==> src/rtl/fault_irq_consts.svh <==
// Constants for the fault and light event interrupt block.
// Assumes inclusion by bare name from the rtl folder.
`ifndef FAULT_IRQ_CONSTS_SVH
`define FAULT_IRQ_CONSTS_SVH

// ****************************************************************
// Register map
// ****************************************************************
`define EVENT_STATUS_FLAGS_ADDR 8'h02
`define EVENT_IRQ_ENABLE_ADDR   8'h03
`define EVENT_STATUS_RESET      5'h00
`define EVENT_ENABLE_RESET      5'h00
`define RESERVED_READ           3'h0
`define UNMAPPED_READ           8'h00

// ****************************************************************
// Field positions, shared by both registers
// ****************************************************************
`define SHORT_FAULT_FLAG_BIT    4
`define OVERHEAT_FLAG_BIT       3
`define OVERVOLTAGE_FLAG_BIT    2
`define LIGHT_CMP_B_FLAG_BIT    1
`define LIGHT_CMP_A_FLAG_BIT    0
`define EVENT_COUNT             5
// Enabled edges after reset before the synchronised comparator level is trusted
`define SYNC_SETTLE_CYCLES      3'h5

// ****************************************************************
// Timing
// ****************************************************************
`define CLOCK_MHZ               250
`define IRQ_HOLDOFF_US          50
`define IRQ_HOLDOFF_CYCLES      (`IRQ_HOLDOFF_US * `CLOCK_MHZ)

`endif

==> src/rtl/fault_irq_pkg.sv <==
// Types for the fault and light event interrupt block.
// Assumes the constants header is compiled alongside.
`include "fault_irq_consts.svh"

package fault_irq_pkg;

  typedef logic [`EVENT_COUNT-1:0] event_vec_t;
  typedef logic [7:0]              reg_byte_t;

  // ****************************************************************
  // Interrupt line states, one-hot
  // ****************************************************************
  typedef enum logic [1:0] {
    IRQ_LIVE = 2'h1,
    IRQ_HOLD = 2'h2
  } irq_state_t;

endpackage

==> src/rtl/input_sync.sv <==
// Three-stage synchroniser with agreement filter.
// Assumes inputs are asynchronous levels; output only moves when
// the second and third stages agree.
`timescale 1ns/1ps

module input_sync #(
  parameter int WIDTH = 1
) (
  // Clock and reset
  input  wire logic             clock,
  input  wire logic             rst,
  input  wire logic             clock_enable,
  // Levels
  input  wire logic [WIDTH-1:0] async_in,
  output logic      [WIDTH-1:0] stable_out
);

  logic [WIDTH-1:0] stage1_reg;
  logic [WIDTH-1:0] stage2_reg;
  logic [WIDTH-1:0] stage3_reg;
  logic [WIDTH-1:0] stable_reg;
  logic [WIDTH-1:0] stable_next;

  // Stage 1 feeds stage 2 only; the filter looks at stages 2 and 3
  always_comb begin
    stable_next = (~(stage2_reg ^ stage3_reg) & stage2_reg) |
                  ((stage2_reg ^ stage3_reg) & stable_reg);
  end

  always_ff @(posedge clock) begin
    if (rst) begin
      stage1_reg <= '0;
      stage2_reg <= '0;
      stage3_reg <= '0;
      stable_reg <= '0;
    end else if (clock_enable) begin
      stage1_reg <= async_in;
      stage2_reg <= stage1_reg;
      stage3_reg <= stage2_reg;
      stable_reg <= stable_next;
    end
  end

  assign stable_out = stable_reg;

endmodule

==> src/rtl/fault_and_light_event_irq.sv <==
// Event status and interrupt gating for the LED driver faults and
// ambient light comparators.
// Assumes the register port is driven by the serial interface engine
// in the clock domain; detector and comparator levels are asynchronous.
`timescale 1ns/1ps
`include "fault_irq_consts.svh"

module fault_and_light_event_irq #(
  parameter int HOLDOFF_CYCLES = `IRQ_HOLDOFF_CYCLES,
  parameter int CNT_W          = $clog2(HOLDOFF_CYCLES + 1)
) (
  // Clock, reset, enable
  input  wire logic                  clock,
  input  wire logic                  rst,
  input  wire logic                  clock_enable,
  // Register port
  input  wire logic [7:0]            reg_addr,
  input  wire fault_irq_pkg::reg_byte_t reg_wdata,
  input  wire logic                  reg_wr,
  input  wire logic                  reg_rd,
  output fault_irq_pkg::reg_byte_t   reg_rdata,
  // Detector levels, asynchronous
  input  wire logic                  short_detect,
  input  wire logic                  overheat_detect,
  input  wire logic                  overvoltage_detect,
  input  wire logic                  light_sensor_a_input,
  input  wire logic                  light_sensor_b_input,
  // Configuration from the mode logic, same clock
  input  wire logic                  light_cmp_a_enable,
  input  wire logic                  light_cmp_b_enable,
  input  wire logic                  irq_pulse_style,
  // Host interrupt
  output logic                       host_irq
);
  import fault_irq_pkg::*;

  // ****************************************************************
  // Input synchronisation
  // ****************************************************************
  event_vec_t raw_levels;
  event_vec_t sync_levels;

  assign raw_levels = {short_detect, overheat_detect, overvoltage_detect,
                       light_sensor_b_input, light_sensor_a_input};

  input_sync #(
    .WIDTH (`EVENT_COUNT)
  ) u_sync (
    .clock        (clock),
    .rst          (rst),
    .clock_enable (clock_enable),
    .async_in     (raw_levels),
    .stable_out   (sync_levels)
  );

  // ****************************************************************
  // Event detection and flags
  // ****************************************************************
  event_vec_t event_status_flags_reg;
  event_vec_t event_status_flags_next;
  event_vec_t event_irq_enable_reg;
  event_vec_t event_irq_enable_next;
  logic [1:0] cmp_prev_reg;
  logic [1:0] cmp_prev_next;
  logic [1:0] cmp_change;
  logic [2:0] cmp_settle_reg;
  logic [2:0] cmp_settle_next;
  logic       cmp_settled;
  event_vec_t set_vec;
  event_vec_t clr_vec;
  logic       status_wr;
  logic       enable_wr;
  logic       clear_attempt;

  function automatic logic addr_hit(input logic [7:0] addr, input logic [7:0] target);
    addr_hit = (addr == target);
  endfunction

  always_comb begin
    status_wr     = reg_wr && addr_hit(reg_addr, `EVENT_STATUS_FLAGS_ADDR);
    enable_wr     = reg_wr && addr_hit(reg_addr, `EVENT_IRQ_ENABLE_ADDR);
    // Prev level tracks even while disabled so enabling never fires stale
    cmp_prev_next = {sync_levels[`LIGHT_CMP_B_FLAG_BIT], sync_levels[`LIGHT_CMP_A_FLAG_BIT]};
    // Synchroniser resets low; a pin idling high must not look like a change
    cmp_settled     = (cmp_settle_reg == `SYNC_SETTLE_CYCLES);
    cmp_settle_next = cmp_settled ? cmp_settle_reg : cmp_settle_reg + 3'h1;
    cmp_change    = (cmp_prev_next ^ cmp_prev_reg) & {2{cmp_settled}};
    set_vec       = '0;
    set_vec[`SHORT_FAULT_FLAG_BIT]  = sync_levels[`SHORT_FAULT_FLAG_BIT];
    set_vec[`OVERHEAT_FLAG_BIT]     = sync_levels[`OVERHEAT_FLAG_BIT];
    set_vec[`OVERVOLTAGE_FLAG_BIT]  = sync_levels[`OVERVOLTAGE_FLAG_BIT];
    set_vec[`LIGHT_CMP_B_FLAG_BIT]  = cmp_change[1] && light_cmp_b_enable;
    set_vec[`LIGHT_CMP_A_FLAG_BIT]  = cmp_change[0] && light_cmp_a_enable;
    // Only ones written to the status address clear; reads never do
    clr_vec       = status_wr ? reg_wdata[`EVENT_COUNT-1:0] : '0;
    clear_attempt = |clr_vec;
    // Set wins over clear; enable bits play no part in setting
    event_status_flags_next = (event_status_flags_reg & ~clr_vec) | set_vec;
    event_irq_enable_next   = enable_wr ? reg_wdata[`EVENT_COUNT-1:0] : event_irq_enable_reg;
  end

  always_ff @(posedge clock) begin
    if (rst) begin
      event_status_flags_reg <= `EVENT_STATUS_RESET;
      event_irq_enable_reg   <= `EVENT_ENABLE_RESET;
      cmp_prev_reg           <= 2'h0;
      cmp_settle_reg         <= '0;
    end else if (clock_enable) begin
      event_status_flags_reg <= event_status_flags_next;
      event_irq_enable_reg   <= event_irq_enable_next;
      cmp_prev_reg           <= cmp_prev_next;
      cmp_settle_reg         <= cmp_settle_next;
    end
  end

  // ****************************************************************
  // Register read
  // ****************************************************************
  reg_byte_t rdata_reg;
  reg_byte_t rdata_next;

  always_comb begin
    rdata_next = rdata_reg;
    if (reg_rd) begin
      if (addr_hit(reg_addr, `EVENT_STATUS_FLAGS_ADDR)) begin
        rdata_next = {`RESERVED_READ, event_status_flags_reg};
      end else if (addr_hit(reg_addr, `EVENT_IRQ_ENABLE_ADDR)) begin
        rdata_next = {`RESERVED_READ, event_irq_enable_reg};
      end else begin
        rdata_next = `UNMAPPED_READ;
      end
    end
  end

  always_ff @(posedge clock) begin
    if (rst) begin
      rdata_reg <= `UNMAPPED_READ;
    end else if (clock_enable) begin
      rdata_reg <= rdata_next;
    end
  end

  assign reg_rdata = rdata_reg;

  // ****************************************************************
  // Interrupt line
  // ****************************************************************
  irq_state_t       state_reg;
  irq_state_t       state_next;
  logic [CNT_W-1:0] hold_cnt_reg;
  logic [CNT_W-1:0] hold_cnt_next;
  logic             irq_reg;
  logic             irq_next;
  logic             pending_next;

  always_comb begin
    state_next    = state_reg;
    hold_cnt_next = hold_cnt_reg;
    case (state_reg)
      IRQ_LIVE: begin
        if (clear_attempt && irq_pulse_style) begin
          state_next    = IRQ_HOLD;
          hold_cnt_next = CNT_W'(HOLDOFF_CYCLES - 1);
        end
      end
      IRQ_HOLD: begin
        // A fresh clear attempt restarts the quiet window
        if (clear_attempt && irq_pulse_style) begin
          hold_cnt_next = CNT_W'(HOLDOFF_CYCLES - 1);
        end else if (hold_cnt_reg == '0) begin
          state_next = IRQ_LIVE;
        end else begin
          hold_cnt_next = hold_cnt_reg - CNT_W'(1);
        end
      end
      default: begin
        state_next    = IRQ_LIVE;
        hold_cnt_next = '0;
      end
    endcase
    pending_next = |(event_status_flags_next & event_irq_enable_next);
    // Level style never leaves live, so the line follows pending directly
    irq_next     = (state_next == IRQ_LIVE) && pending_next;
  end

  always_ff @(posedge clock) begin
    if (rst) begin
      state_reg    <= IRQ_LIVE;
      hold_cnt_reg <= '0;
      irq_reg      <= 1'b0;
    end else if (clock_enable) begin
      state_reg    <= state_next;
      hold_cnt_reg <= hold_cnt_next;
      irq_reg      <= irq_next;
    end
  end

  assign host_irq = irq_reg;
endmodule

==> config.mk <==
export PLATFORM = sky130hd
export DESIGN_NAME = fault_and_light_event_irq
export DESIGN_NICKNAME = d
export VERILOG_FILES = /design/src/rtl/fault_irq_pkg.sv /design/src/rtl/input_sync.sv /design/src/rtl/fault_and_light_event_irq.sv
export VERILOG_INCLUDE_DIRS = /design/src /design/src/rtl
export SDC_FILE = /design/constraint.sdc
export NUM_CORES = 1
export LEC_CHECK = 0
export BUFFER_PORTS_ARGS = -buffer_cell sky130_fd_sc_hd__buf_2
export CORE_AREA = 5 5 71 89
export CTS_BUF_LIST = sky130_fd_sc_hd__clkbuf_8
export CTS_CLUSTER_DIAMETER = 30
export DETAILED_ROUTE_END_ITERATION = 7
export DIE_AREA = 0 0 76 94
export PLACE_DENSITY = 0.75
export SYNTH_ARGS = -nofsm -noshare
export SYNTH_HDL_FRONTEND = slang
export SYNTH_SLANG_ARGS = --single-unit
==> constraint.sdc <==
create_clock -name clock -period 4.9 [get_ports clock]
set_input_delay 0 -clock clock [delete_from_list [all_inputs] [get_ports clock]]
set_output_delay 0 -clock clock [all_outputs]
set_load 0.02 [all_outputs]
Word level (Yosys, flattened, before mapping)
Cells that the tools add are included.

Register bits after elaboration: 60. Output and inout port bits: 9.

$add $sub $neg: 2. Eq/ne operators: 8. Multiplexer cells: 12. Bitwise gates (word level): 12. Reduce and logical (&&, ||, !) cells: 12.

Operators with widths (count): $mux 14 (3); $pmux 14 s2 (1); $and 5x5->5 (4); $mux 5 (4); $eq 8x2->1 const B (2); $logic_not 14->1 (1); $sub 14x1->14 const B (1); $not 5->5 (2); $or 5x5->5 (2); $reduce_or 5->1 (2); $logic_and 1x1->1 (6); $mux 2 (3); $xor 5x5->5 (1); $eq 2x1->1 const B (2); $pmux 2 s2 (1); $reduce_and 2->1 (2); $add 3x1->3 const B (1); $eq 3x3->1 const B (1); $ne 3x3->1 const B (1); $reduce_and 3->1 (1); $and 2x2->2 (1); $eq 2x2->1 const B (1); $ne 2x2->1 const B (1); $xor 2x2->2 (1); $not 1->1 (1).

Logic depth before layout (Yosys ltp)
Depth in word-level cells: 9. Mapped depth: 9.

By module
A second synthesis with hierarchy kept.

Cell total of the unflattened synthesis: 348. Area total of the unflattened synthesis: 3061.7 um^2.

By module, submodules not included: fault_and_light_event_irq (times used 1, cells an instance 268, area an instance 2203.4 um^2, sequential area each 740.7 um^2); input_sync (times used 1, cells an instance 80, area an instance 858.3 um^2, sequential area each 400.4 um^2).

Worst setup path before layout
OpenSTA, ideal clock, no wires.

Path kind: flip-flop to flip-flop. From: reg state_reg[0]. To: reg hold_cnt_reg[7]. Library setup time: 0.074 ns. Data arrival time: 1.959 ns. Required time: 4.826 ns. Slack: 2.867 ns. Stages on the path, launching flop included: 10. Buffers on the path: 1. Path through: dfxtp_1 > inv_1 > ha_1 > clkbuf_1 > nor4b_1 > a41o_1 > o21ai_2 > a21oi_1 > a31oi_1 > o21ai_0.

Cells in the longest elaborated chain, start to end: 3.

RTL lines: start: declaration (RTL line fault_and_light_event_irq.sv:148) `irq_state_t state_reg;`; start signal: assignment (RTL line fault_and_light_event_irq.sv:192) `state_reg <= state_next;`; $eq 2x2->1 or $eq 2x1->1 (tied branches) (RTL line fault_and_light_event_irq.sv:159) `case (state_reg)`; $ne 3x3->1 (no line) or $ne 2x2->1 (tied branches); $reduce_and 3->1 (no line); end signal: assignment (RTL line fault_and_light_event_irq.sv:193) `hold_cnt_reg <= hold_cnt_next;`; end: declaration (RTL line fault_and_light_event_irq.sv:150) `logic [CNT_W-1:0] hold_cnt_reg;`.

Several ways; a longest one is shown, not always the timed one. A chain may end at the register's enable or synchronous reset.

Final worst setup path
From: reg hold_cnt_reg[5]. To: reg irq_reg, in the netlist host_irq.

Cells in the longest elaborated chain, start to end: 6.

RTL lines: $logic_not 14->1 (RTL line fault_and_light_event_irq.sv:170) `end else if (hold_cnt_reg == '0) begin`; $mux 2 (RTL line fault_and_light_event_irq.sv:170); $mux 2 (RTL line fault_and_light_event_irq.sv:168) `if (clear_attempt && irq_pulse_style) begin`; $pmux 2 s2 (RTL line fault_and_light_event_irq.sv:159); $eq 2x1->1 (RTL line fault_and_light_event_irq.sv:183) `irq_next = (state_next == IRQ_LIVE) && pending_next;`; $logic_and 1x1->1 (RTL line fault_and_light_event_irq.sv:183); end signal: assignment (RTL line fault_and_light_event_irq.sv:194) `irq_reg <= irq_next;`; end: declaration (RTL line fault_and_light_event_irq.sv:152) `logic irq_reg;`.

No other way between the ends.

==> impl_metrics.py <==
metrics = {
    "worst_setup_path": {
        "crit_type": "flop to flop",
        "path_max_fanout": 11,
        "start_kind": "flop",
        "crit_required_ns": 5.14,
        "crit_path_end_kind": "flop",
        "crit_arrival_ns": 2.88,
    },
    "grt": {
        "grt_overflow": 0,
        "grt_usage_pct": 19.3,
        "grt_pass1_wl_mm": 11.2,
        "grt_pass1_vias": 2522,
        "grt_start_max_net_pins": 50,
        "antenna_found_initial": 0,
    },
    "power": {
        "peakVddDrop_mv": 0.195,
        "p_leak_uw": 0.00134,
        "p_comb_share_pct": 14.7,
        "total_power_uw": 979,
        "power_frac_seq_pct": 49.6,
        "p_sw_share_pct": 28.0,
        "p_clk_share_pct": 35.8,
        "p_int_uw": 705,
        "p_switching_uw": 274,
        "p_per_area_nw_per_um2": 297,
    },
    "worst_hold_path": {
        "holdCritPathClass": "primary input to flop",
    },
    "placement": {
        "globalplace.congestion": 0.858,
        "dpl.hpwl_mm": 4.67,
        "portBuffers": 31,
        "dp_slack_ns": 2.44,
    },
    "die": {
        "start_util_pct": 54.4,
        "dieArea_um2": 7140,
        "row_count": 30,
        "num_io_pins": 38,
        "fp.dieW_um": 76,
        "coreArea_um2": 5370,
        "fp.dieH_um": 94,
    },
    "clock_network": {
        "cts_buffers": 9,
        "cts_buffer_depth": 2,
        "root_buffer": "clkbuf_8",
        "cts.clk_slew.worst_paths_ns": 0.06,
        "cts_max_level": 3,
        "cts_hold_buf": 7,
        "post_cts_resized": 0,
        "cts_tree": "done",
        "cts.sinks": 57,
        "insertion_delay_ns": 0.33,
        "postCtsSetupBuffers": 0,
    },
    "synthesis": {
        "synth_compound_area_share_pct": 22.2,
        "synth_seq_area_share_pct": 39.1,
        "synth_edf_count": 0,
        "synthTopCellsByArea": "dfxtp_1 39%, a21oi_1 6.9%, nor2_1 6.3%, mux2i_1 6.2%, o21ai_0 5.8%",
        "synthXorXnorAreaFrac_pct": 1.50,
        "synth_warnings": 0,
        "synthArstFlopShare_pct": 0,
        "synth_ff_type": "dfxtp_1",
        "synth_cells": 367,
        "yosys.area.top_type": "dfxtp_1",
        "netlist_area_um2": 2920,
        "yosys.area_share.simple_pct": 23.1,
        "yosysUniqueCellTypes": 60,
        "synth_top_family_by_area": "simple AND/OR/NAND/NOR gates",
        "synth-seq-cells": 57,
        "synthAdderAreaFrac_pct": 2.14,
        "synth.top_cell.area_share_pct": 39.1,
        "synth_area_per_cell_um2": 7.96,
        "synth_mux_area_share_pct": 6.17,
    },
    "timing": {
        "slew_viol_final": 0,
        "setup_viol": 0,
        "setup_ws_ns": 2.26,
        "final_hold_viol_count": 0,
        "fin_crit_sh_pct": 53.8,
        "maxClockFrequency_mhz": 379,
        "rsz0062_at_grt": "no",
        "clock_skew_ns": 0.00908,
        "setup_tns_ns": 0,
        "layout_min_cycle_time_ns": 2.64,
        "worst_pin_slew_ns": 1.03,
        "max_slew_margin_pct": 30.6,
    },
    "routing": {
        "drc": 0,
        "via_count": 2728,
        "vias_per_cell": 5.84,
        "dr.pass1.iters": 6,
        "wl_per_cell_um": 14.5,
        "postRouteAntennaNets": 0,
        "wl_mm": 6.77,
        "drtIter0Drc": 192,
    },
    "final_layout": {
        "multiInputGateArea_um2": 1620,
        "synthToLayoutAreaGrowth_pct": 12.8,
        "layout_common_cells": "57 x dfxtp_1, 49 x nor2_1, 40 x a21oi_1",
        "fill_cells": 471,
        "diodes": 0,
        "nNetsFinal": 432,
        "layout.cells.most_common": "dfxtp_1",
        "largest_reg_flops": 14,
        "seq_area_um2": 1140,
        "layout-drive-gt1-share_pct": 12.9,
    },
    "status": {
        "outcome": "finished, final reports clean",
    },
    "run": {
        "maxCapViolations": 0,
    },
}
==> Yosys cell counts (all sizes together), types with 3 or more instances <==
master / count
xnor2: 3
o21ai: 36
nor4: 5
o31ai: 3
and2: 4
inv: 16
nand3: 10
nand2: 35
nor3: 8
mux2i: 18
nor4b: 3
dfxtp: 57
a21oi: 40
clkbuf: 12
buf: 9
or3: 4
a41oi: 3
nor2: 49
or4: 4
nor3b: 3
ha: 5
==> worst max-delay path: stages (launching register included) <==
cell and delay (ns):
dfxtp_1 0.35, nor3_1 0.85, nand3_1 0.29, o311ai_0 0.45, o31a_1 0.27, a41oi_2 0.14
a41oi_1 0.20
==> path summary, 6_finish.rpt <==
kind	start	end	slack (ns)	cells past startpoint
worst min-delay path	reg_wdata[0]	event_irq_enable_reg[0]	0.09	5
worst max-delay path	hold_cnt_reg[5]	host_irq	2.26	6
worst max register to register	hold_cnt_reg[5]	host_irq	2.26	6
worst min register to register	event_irq_enable_reg[4]	event_irq_enable_reg[4]	0.47	2
==> cell families (layout without fill, tap and decap cells) <==
logic type                 after synthesis  count (layout)
other                                    1               3
xor gates and xnor gates                 5               5
and+or+nand+nor                        137             137
DFF                                     57              57
AOI/OAI and AO/OA                      106             106
buffers and inverters                   38              72
muxes                                   18              18
adders and majority gates                5               5
==> per-layer routing <==
metal	track usage, %	vias up	wire length (um)
li1	-	1369	-
met1	21.7	1261	2820
met5	0	-	0
met2	32.9	83	3450
met3	4.41	15	304
met4	12.2	0	201
==> power by group through the flow <==
stage | clock (uW) | sequential (uW) | combinational [uW]
after floorplan | 0 | 493 | 105
after global placement | 0 | 495 | 134
after detailed placement | 0 | 496 | 137
after CTS | 362 | 485 | 142
after global routing | 385 | 487 | 159
final | 350 | 486 | 143
==> stage by stage <==
stage | instance area [um^2] | hold slack (ns) | util (%) | std cells
detailed placement | 3070 | 0.243 | 57.2 | 444
CTS | 3300 | 0.0676 | 61.4 | 467
global placement | 3070 | 0.235 | 57.2 | 444
global route | 3300 | 0.135 | 61.4 | 467
floorplan | 2930 | 0.147 | - | 369
finish | 3300 | 0.0887 | 61.4 | 467
==> cell type report <==
class | instances | share of cell area [%]
clock inverter | 7 | 0.987
clock buffer | 9 | 3.76
sequential | 57 | 34.6
multi-input combinational | 274 | 49.2
tap | 64 | 2.43
timing repair buffer | 39 | 7.06
inverter | 17 | 1.94
No activity file was read; power rests on OpenSTA's default activity.
